### config.mk
export PLATFORM = sky130hd
export DESIGN_NAME = adcsq_top
export DESIGN_NICKNAME = d
export VERILOG_FILES = /design/src/adcsq_pkg.sv /design/src/adcsq_top.sv /design/src/adcsq_clkdiv.sv
export SDC_FILE = /design/constraint.sdc
export NUM_CORES = 1
export LEC_CHECK = 0
export BUFFER_PORTS_ARGS = -buffer_cell sky130_fd_sc_hd__buf_4
export CAP_MARGIN = 20
export CORE_MARGIN = 10
export CORE_UTILIZATION = 25
export DETAILED_ROUTE_END_ITERATION = 16
export GPL_TIMING_DRIVEN = 0
export SLEW_MARGIN = 20
export SYNTH_ARGS = -nofsm -noshare
export SYNTH_HDL_FRONTEND = slang
export SYNTH_SLANG_ARGS = --single-unit
### constraint.sdc
create_clock -name ref_clk -period 2.99 [get_ports ref_clk]
set_clock_uncertainty 0.2 [all_clocks]
set_input_delay 0.1495 -clock ref_clk [delete_from_list [all_inputs] [get_ports ref_clk]]
set_output_delay 0.1495 -clock ref_clk [all_outputs]
set_load 0.03 [all_outputs]
### src/adcsq_pkg.sv
// constants and carrier types for the converter sequencing control
// ==========================================================
// How it works
// - enable bit makes pin analog, others off
// - analog pin drops its pull-high resistor
// - enable bit overrides port direction control
// - reference select picks external pin or supply
// - divider codes 0 to 6 halve clock; 7 undefined
// - power-off bit high switches converter off
// - three channel-select bits pick converter input
// - interrupt needs global and converter enables
// - start held high resets converter, busy high
// - busy falling marks valid result registers
// - request flag set at end of conversion
// - conversion lasts sixteen converter clock periods
// - reset makes all analog pins converter inputs
// - fourth channel internal, never a conversion input
// - twelve-bit result, step is reference over 4096
package adcsq_pkg;
    localparam int ADCSQ_CH_N = 4;
    localparam int ADCSQ_RES_W = 12;
    localparam int ADCSQ_CONV_TICKS = 16;
    localparam logic [3:0] ADCSQ_PIN_EN_RST = 4'hF;
    localparam logic [2:0] ADCSQ_DIV_RST = 3'h0;
    localparam logic [2:0] ADCSQ_DIV_MAX = 3'h6;
    localparam logic [2:0] ADCSQ_UNBONDED_CH = 3'h3;
    localparam int ADCSQ_DIV_CNT_W = 6;
    localparam logic [4:0] ADCSQ_TICK_LAST = 5'hF;

    typedef enum logic [2:0] {
        ADCSQ_IDLE = 3'b001,
        ADCSQ_HOLD = 3'b010,
        ADCSQ_CONV = 3'b100
    } adcsq_state_t;

    typedef struct packed {
        logic [2:0] clock_divider;
        logic power_off;
        logic reference_source_select;
        logic channel_select_upper;
        logic channel_select_mid;
        logic channel_select_low;
    } adcsq_cfg_t;

    typedef struct packed {
        logic [ADCSQ_RES_W-1:0] sample;
        logic sample_valid;
    } adcsq_sample_t;
endpackage

### src/adcsq_top.sv
// converter sequencing control: pins, start, busy, result, interrupt
`timescale 1ns/100ps
module adcsq_top
    import adcsq_pkg::*;
(
    input wire logic ref_clk,
    input wire logic nrst,
    input wire logic clk_en,
    input wire adcsq_cfg_t cfg,
    input wire logic [3:0] analog_pin_enable_bits,
    input wire logic [3:0] port_a_direction_reg,
    input wire logic [3:0] pull_high_req,
    input wire logic start_bit,
    input wire logic global_interrupt_enable,
    input wire logic converter_irq_enable_bit,
    input wire logic irq_flag_clear,
    input wire logic [ADCSQ_RES_W-1:0] analog_sample,
    output logic [3:0] pin_analog_sel,
    output logic [3:0] pin_digital_en,
    output logic [3:0] pin_dir_input,
    output logic [3:0] pin_pull_high,
    output logic reference_from_pin,
    output logic analog_powered,
    output logic [2:0] mux_channel,
    output logic mux_channel_valid,
    output logic converter_reset,
    output logic conversion_busy_flag,
    output logic [3:0] result_reg_high,
    output logic [7:0] result_reg_low,
    output logic converter_irq_request_flag,
    output logic converter_irq
);
    // ==========================================================
    // internal state
    adcsq_state_t state_q;
    logic start_prev_q;
    logic [4:0] tick_cnt_q;
    logic [3:0] pin_en_q;
    logic tick;
    logic start_rise;
    logic start_fall;
    logic conv_done;
    logic [2:0] chan;

    // channel number from the split select bits
    function automatic logic [2:0] chan_of(input adcsq_cfg_t c);
        chan_of = {c.channel_select_upper, c.channel_select_mid,
                   c.channel_select_low};
    endfunction

    assign chan = chan_of(cfg);
    assign start_rise = start_bit && !start_prev_q;
    assign start_fall = !start_bit && start_prev_q;
    assign conv_done = (state_q == ADCSQ_CONV) && tick
                       && (tick_cnt_q == ADCSQ_TICK_LAST);

    // ==========================================================
    // converter clock
    adcsq_clkdiv u_clkdiv (
        .ref_clk(ref_clk),
        .nrst(nrst),
        .clk_en(clk_en),
        .run(state_q == ADCSQ_CONV),
        .div_code(cfg.clock_divider),
        .tick(tick)
    );

    // ==========================================================
    // pin enable copy; all analog after reset
    always_ff @(posedge ref_clk or negedge nrst)
    begin
        if (!nrst)
        begin
            pin_en_q <= ADCSQ_PIN_EN_RST;
        end
        else if (clk_en)
        begin
            pin_en_q <= analog_pin_enable_bits;
        end
    end

    // pin function override outputs
    always_ff @(posedge ref_clk or negedge nrst)
    begin
        if (!nrst)
        begin
            pin_analog_sel <= ADCSQ_PIN_EN_RST;
            pin_digital_en <= '0;
            pin_dir_input <= ADCSQ_PIN_EN_RST;
            pin_pull_high <= '0;
        end
        else if (clk_en)
        begin
            pin_analog_sel <= pin_en_q;
            pin_digital_en <= ~pin_en_q;
            pin_dir_input <= pin_en_q | port_a_direction_reg;
            pin_pull_high <= pull_high_req & ~pin_en_q;
        end
    end

    // reference, power and channel routing
    always_ff @(posedge ref_clk or negedge nrst)
    begin
        if (!nrst)
        begin
            reference_from_pin <= 1'b0;
            analog_powered <= 1'b0;
            mux_channel <= '0;
            mux_channel_valid <= 1'b0;
        end
        else if (clk_en)
        begin
            reference_from_pin <= cfg.reference_source_select;
            analog_powered <= !cfg.power_off;
            mux_channel <= chan;
            // unbonded channel never feeds a conversion
            mux_channel_valid <= (chan < 3'(ADCSQ_CH_N))
                                 && (chan != ADCSQ_UNBONDED_CH)
                                 && pin_en_q[chan[1:0]];
        end
    end

    // ==========================================================
    // start edge history
    always_ff @(posedge ref_clk or negedge nrst)
    begin
        if (!nrst)
        begin
            start_prev_q <= 1'b0;
        end
        else if (clk_en)
        begin
            start_prev_q <= start_bit;
        end
    end

    // sequencer: hold while start high, convert after its fall
    always_ff @(posedge ref_clk or negedge nrst)
    begin
        if (!nrst)
        begin
            state_q <= ADCSQ_IDLE;
        end
        else if (clk_en)
        begin
            case (state_q)
                ADCSQ_IDLE:
                begin
                    if (start_rise)
                    begin
                        state_q <= ADCSQ_HOLD;
                    end
                end
                ADCSQ_HOLD:
                begin
                    if (start_fall && !cfg.power_off)
                    begin
                        state_q <= ADCSQ_CONV;
                    end
                    else if (start_fall)
                    begin
                        state_q <= ADCSQ_IDLE;
                    end
                end
                ADCSQ_CONV:
                begin
                    if (start_rise)
                    begin
                        state_q <= ADCSQ_HOLD;
                    end
                    else if (cfg.power_off || conv_done)
                    begin
                        state_q <= ADCSQ_IDLE;
                    end
                end
                default:
                begin
                    state_q <= ADCSQ_IDLE;
                end
            endcase
        end
    end

    // converter clock periods counted within a conversion
    always_ff @(posedge ref_clk or negedge nrst)
    begin
        if (!nrst)
        begin
            tick_cnt_q <= '0;
        end
        else if (clk_en)
        begin
            if (state_q != ADCSQ_CONV)
            begin
                tick_cnt_q <= '0;
            end
            else if (tick)
            begin
                tick_cnt_q <= tick_cnt_q + 5'h01;
            end
        end
    end

    // busy flag and converter reset
    always_ff @(posedge ref_clk or negedge nrst)
    begin
        if (!nrst)
        begin
            conversion_busy_flag <= 1'b0;
            converter_reset <= 1'b1;
        end
        else if (clk_en)
        begin
            if (start_rise)
            begin
                conversion_busy_flag <= 1'b1;
                converter_reset <= 1'b1;
            end
            else if (state_q == ADCSQ_HOLD && start_fall)
            begin
                converter_reset <= cfg.power_off;
            end
            else if (conv_done)
            begin
                conversion_busy_flag <= 1'b0;
                converter_reset <= 1'b1;
            end
            else if (state_q == ADCSQ_CONV && cfg.power_off)
            begin
                converter_reset <= 1'b1;
            end
        end
    end

    // result registers load in the same edge busy falls
    always_ff @(posedge ref_clk or negedge nrst)
    begin
        if (!nrst)
        begin
            result_reg_high <= '0;
            result_reg_low <= '0;
        end
        else if (clk_en && conv_done)
        begin
            result_reg_high <= analog_sample[11:8];
            result_reg_low <= analog_sample[7:0];
        end
    end

    // sticky request flag, set wins over clear
    always_ff @(posedge ref_clk or negedge nrst)
    begin
        if (!nrst)
        begin
            converter_irq_request_flag <= 1'b0;
        end
        else if (clk_en)
        begin
            if (conv_done)
            begin
                converter_irq_request_flag <= 1'b1;
            end
            else if (irq_flag_clear)
            begin
                converter_irq_request_flag <= 1'b0;
            end
        end
    end

    // interrupt line gated by both enables
    always_ff @(posedge ref_clk or negedge nrst)
    begin
        if (!nrst)
        begin
            converter_irq <= 1'b0;
        end
        else if (clk_en)
        begin
            converter_irq <= (conv_done || converter_irq_request_flag)
                             && global_interrupt_enable
                             && converter_irq_enable_bit;
        end
    end
endmodule

### src/adcsq_clkdiv.sv
// converter clock tick generator from the system clock
`timescale 1ns/100ps
module adcsq_clkdiv
    import adcsq_pkg::*;
(
    input wire logic ref_clk,
    input wire logic nrst,
    input wire logic clk_en,
    input wire logic run,
    input wire logic [2:0] div_code,
    output logic tick
);
    // ==========================================================
    // divider counter
    logic [ADCSQ_DIV_CNT_W-1:0] cnt_q;
    logic [ADCSQ_DIV_CNT_W-1:0] last;

    // terminal count is 2**code - 1; code 7 treated as divide-by-64
    always_comb
    begin
        if (div_code > ADCSQ_DIV_MAX)
        begin
            last = '1;
        end
        else
        begin
            last = ADCSQ_DIV_CNT_W'((7'h01 << div_code) - 7'h01);
        end
    end

    assign tick = run && (cnt_q >= last);

    // count system clocks while a conversion runs
    always_ff @(posedge ref_clk or negedge nrst)
    begin
        if (!nrst)
        begin
            cnt_q <= '0;
        end
        else if (clk_en)
        begin
            if (!run || tick)
            begin
                cnt_q <= '0;
            end
            else
            begin
                cnt_q <= cnt_q + 6'h01;
            end
        end
    end
endmodule

; ---- After elaboration in Yosys (flattened, before gate mapping)
; Index checks and enable logic that the tools add are counted.
; Widths: inputs -> output; s select.
[word_totals]
reg_bits = 57
out_inout_bits = 38
input_bits = 39
word_cells = 90
[op_classes]
eq_ne = 10
n_reduce_logical = 29
n_bitwise = 3
add_sub_neg = 3
shift = 1
n_lt_le_gt_ge = 4
n_mux = 21
[op_table]
columns = cell, n
row1 = $mux 3, 5
row2 = $logic_and 1x1->1, 13
row3 = $mux 6, 2
row4 = $mux 1, 10
row5 = $mux 5, 2
row6 = $ne 3x3->1 const B, 3
row7 = $pmux 3 s3, 1
row8 = $add 6x1->6 const B, 1
row9 = $ge 6x6->1, 1
row10 = $reduce_and 2->1, 3
row11 = $reduce_bool 2->1, 3
row12 = $shl 1x3->6 const A, 1
row13 = $sub 6x1->6 const B, 1
row14 = $add 5x1->5 const B, 1
row15 = $eq 5x4->1 const B, 1
row16 = $and 4x4->4, 1
row17 = $logic_not 1->1, 4
row18 = $ne 2x2->1 const B, 2
row19 = $not 4->4, 1
row20 = $or 4x4->4, 1
row21 = $reduce_and 4->1, 1
row22 = $reduce_bool 4->1, 1
row23 = $eq 3x1->1 const B, 1
row24 = $eq 3x2->1 const B, 1
row25 = 8 further kinds, 10

; ---- Depth between registers and ports, before layout
[logic_depth]
word_depth = 11
mapped_depth = 8
mapped_depth_nobuf = 7

; ---- By module
; From an unflattened synthesis, not the netlist that was laid out.
[hier_totals]
cells_unflattened = 242
hier_area_um2 = 2835.2
[modules_own_cells]
columns = module, n_inst, cells_each, area_each_um2, seq_area_each_um2
row1 = adcsq_top, 1, 188, 2309.7, 1293.7
row2 = adcsq_clkdiv, 1, 54, 525.5, 150.1

; ---- Least setup slack after synthesis
; No wires, ideal clock.
[synth_path]
kind = input -> register
from = in cfg[6] (netlist name)
to = reg result_reg_high[0]
n_path_buf = 1
required_ns = 2.665
stages = 8
t_arrival_ns = 1.900
slack_ns = 0.764
setup_time_ns = 0.125
cell_sequence = or3_1 -> ha_1 -> nand2b_1 -> a21oi_1 -> o221ai_2 -> nand4_4 -> buf_6 -> mux2_4
[synth_between]
elab_chain_len = 8
word_cells_on_any_way = 9
classes_between = 1 x add/sub / 2 x order compare / 1 x shift / 1 x mux / 4 x reduce/logical
[synth_rtl]
columns = element, line_no
row1 = from (decl), adcsq_top.sv:9  ; input wire adcsq_cfg_t cfg,
row2 = $shl 1x3->6, adcsq_clkdiv.sv:27  ; last = ADCSQ_DIV_CNT_W'((7'h01 << div_code) - 7'h01);
row3 = $sub 6x1->6, adcsq_clkdiv.sv:27
row4 = $mux 6 (*), adcsq_clkdiv.sv:21  ; if (div_code > ADCSQ_DIV_MAX)
row5 = $ge 6x6->1 (*), adcsq_clkdiv.sv:31  ; assign tick = run && (cnt_q >= last);
row6 = $logic_and 1x1->1 (*), adcsq_clkdiv.sv:31
row7 = $logic_and 1x1->1 (*), adcsq_top.sv:54  ; assign conv_done = (state_q == ADCSQ_CONV) && tick
row8 = $logic_and 1x1->1 (*), adcsq_top.sv:55  ; && (tick_cnt_q == ADCSQ_TICK_LAST);
row9 = $logic_and 1x1->1 (*), adcsq_top.sv:243  ; else if (clk_en && conv_done)
row10 = to (signal assigned), adcsq_top.sv:245  ; result_reg_high <= analog_sample[11:8];
row11 = to (decl), adcsq_top.sv:28  ; output logic [3:0] result_reg_high,
; Every way passes the cells marked *; elsewhere a longest branch is shown, timed or not.
; A chain may end at the register's enable or synchronous reset.

; ---- Worst setup path in the final report
[layout_path]
from = reg u_clkdiv.cnt_q[0]
to = reg result_reg_high[3]
[layout_between]
elab_chain_len = 5
[layout_rtl]
columns = element, line_no
row1 = from (decl), adcsq_clkdiv.sv:15  ; logic [ADCSQ_DIV_CNT_W-1:0] cnt_q;
row2 = from (signal assigned), adcsq_clkdiv.sv:48  ; cnt_q <= cnt_q + 6'h01;
row3 = $ge 6x6->1, adcsq_clkdiv.sv:31
row4 = $logic_and 1x1->1, adcsq_clkdiv.sv:31
row5 = $logic_and 1x1->1, adcsq_top.sv:54
row6 = $logic_and 1x1->1, adcsq_top.sv:55
row7 = $logic_and 1x1->1, adcsq_top.sv:243
; Every way passes these cells.

==> summary.txt <==
CTS
  – Clk Latency, worst-skew pair: 330 ps
  – Setup repair bufs after CTS: 0
  – H-tree depth: 3
  – Clk pin slew, worst setup/hold paths: 70 ps
  – CTS tree: yes
  – Max clock buf depth: 2
  – Total CTS buffers: 9
  – Root Buffer: clkbuf_8
  – Clock tree sinks: 57

Critical path
  – CP endpoint kind: flop
  – WP data arrival: 2380 ps
  – Crit-path max FO: 10
  – Required time worst endpoint: 3010 ps
  – Setup CP Type: reg2reg
  – Startpoint types: flop
  – Number of cells on the worst reg-to-reg path: 8

Floorplanning
  – Initial cell density of the core: 25.9%
  – Die W: 124 um
  – Die area: 15300 um2
  – # IOs: 77
  – Area of the core: 10400 um2
  – Die Y: 124 um
  – Standard-cell row count: 37

Global route
  – Congestion Overflow GR: 0
  – Largest net degree at the start of global routing: 58
  – Wire length of the first global-routing pass: 12.2 mm
  – Initial antenna violation count: 0
  – GRT Total Usage: 10.1%
  – Vias in the first global route: 2375

Synthesis
  – Post-synth EDFFs: 0
  – #FFs+latches synth: 57
  – Post-Syn Area: 2690 um2
  – Synth top area share: 39.9%
  – Top-count cell post-synth: dfrtp_1
  – Syn avg cell area: 11.6 um2
  – Gate Count Post-Synth: 233
  – Top cells by count, synth: dfrtp_1, nand2_1, mux2_2, o21ai_0, nor2_1
  – Post-synthesis sequential area ratio: 53.6%
  – Syn. warnings: 0
  – Distinct cells, synth: 46
  – Synthesized net count: 281
  – Largest area contributor in the netlist: dfrtp_1
  – Top cells by area, synth: dfrtp_1, dfstp_2, mux2_2
  – Ys flop type: dfrtp_1
  – Async S/R FF share, synth: 100%

Hold path
  – Worst min path class: in2async

Layout
  – # fillers: 1041
  – Non-Filler Instances: 496
  – Final #Nets: 403
  – P&R area growth vs syn: 47.9%
  – Share of cells above drive strength 1: 37.8%
  – Diodes inserted: 0

Power
  – P per Cell Area: 520 nW/um2
  – Maximum VDD drop: 0.250 mV
  – Lkg Pwr: 0.00185 uW
  – Pwr Total: 2070 uW

Timing
  – Final Hold Viols: 0
  – Setup violations, final: 0
  – RSZ-0062 raised after global routing: false
  – Fin crit period: 2360 ps
  – F_max: 424 MHz
  – Fin crit share: 78.8%
  – Final Max Tran Viols: 0
  – Slew headroom: 51.4%
  – Slew @ Worst Pin: 729 ps
  – Setup_tns: 0 ps
  – Setup ws final: 633 ps

Placement
  – Placed cells: 445
  – Worst slack, placed: 412 ps
  – Port buffer count: 76
  – Routability cong.: 0.793
  – HPWL after DPL: 5.13 mm

Run status
  – Status: finished, final reports clean

Route
  – Final ANT Viol Nets: 0
  – Vias: 2239
  – Total Wirelength: 7.43 mm
  – Via density: 4.51
  – Top sig layer: met4
  – Met3 wire length: 517 um
  – WL met2: 3.71 mm
  – WL/cell: 15.0 um
  – DRC: 0
  – Wire length on met1: 3.17 mm
  – Initial DRC count: 72
  – DR pass1 iterations: 4

Job
  – Max Cap Viol: 0
## final cells by class
cell class	count	area [um2]	share of cell area [%]
Sequential cell	57	1440	36.2
Clock inverter	2	37.5	0.942
Inverter	10	37.5	0.942
Clock buffer	14	163	4.08
Buffer	9	50.0	1.26
Multi-Input combinational cell	157	1160	29.2
Timing Repair Buffer	111	921	23.1
Tap cell	136	170	4.27
## timing repair
| item | CTS | global route |
|---|---|---|
| gates resized for setup | 0 | 0 |
| endpoints found under the hold margin | 79 | 0 |
| hold buffers | 35 | 0 |
## flip-flops by register name, summed over array words and instances, names as in the netlist, 3 cells and up
| register | flops |
|---|---|
| state_q | 3 |
| pin_pull_high | 4 |
| tick_cnt_q | 5 |
| result_reg_high | 4 |
| u_clkdiv.cnt_q | 6 |
| pin_en_q | 4 |
| result_reg_low | 8 |
| mux_channel | 3 |
| pin_analog_sel | 4 |
| pin_dir_input | 4 |
| pin_digital_en | 4 |
## report_power, final
part / switching, uW / leakage, uW / internal (uW) / total (uW)
clock network: 307 / 0.0000969 / 432 / 739
logic: 218 / 0.00104 / 197 / 415
registers: 64.0 / 0.000716 / 855 / 919
## stage by stage
stage                     hold WS (ps)  util [%]  area [um2]
after floorplan                   -346         -        2690
after global placement            55.1      33.0        3430
after detailed placement          66.3      33.0        3430
after CTS                          236      38.3        3990
after global routing               271      38.3        3990
final                              223      38.3        3990
## worst paths after layout
| check | startpoint | end | slack, ps |
|---|---|---|---|
| setup / recovery | u_clkdiv.cnt_q[0] | result_reg_high[3] | 630 |
| hold / removal | nrst | pin_pull_high[1] | 220 |
| setup reg to reg | u_clkdiv.cnt_q[0] | result_reg_high[3] | 630 |
| hold reg to reg | tick_cnt_q[3] | tick_cnt_q[3] | 290 |
| max in group asynchronous | nrst | pin_pull_high[3] | 1890 |
| min in group ref_clk | tick_cnt_q[3] | tick_cnt_q[3] | 290 |
## layer usage
| metal | vias up | global-route usage (%) |
|---|---|---|
| met3 | 6 | 4.48 |
| li1 | 1079 | - |
| met4 | 0 | 2.84 |
| met1 | 1099 | 11.8 |
| met5 | - | 0 |
| met2 | 55 | 16.4 |
## cell usage in the layout (no fill, tap or decap), drive strengths merged, types with 9 or more instances in the layout
| cell type | n |
|---|---|
| a21oi | 11 |
| buf | 80 |
| clkbuf | 19 |
| dfrtp | 43 |
| dfstp | 14 |
| dlygate4sd3 | 35 |
| ha | 9 |
| inv | 10 |
| mux2 | 24 |
| nand2 | 20 |
| nor2 | 15 |
| o21ai | 19 |
## logic make-up after synthesis
group	share of synthesized area, %
AND/OR/NAND/NOR	13.1
AO/OA/AOI/OAI	12.7
buffers and inverters	3.25
multiplexers	12.5
flip-flops	53.6
XOR/XNOR	0.650
adder cells (fa/ha/maj)	4.18
## worst max-delay path: stages, from the launching register on
cell	delay, ps
dfrtp_1	370
inv_1	70
ha_1	280
nand2b_1	140
a21oi_1	300
o221ai_2	190
nand4_4	180
buf_6	190
mux2_4	310
No activity file was read; power rests on OpenSTA's default activity.
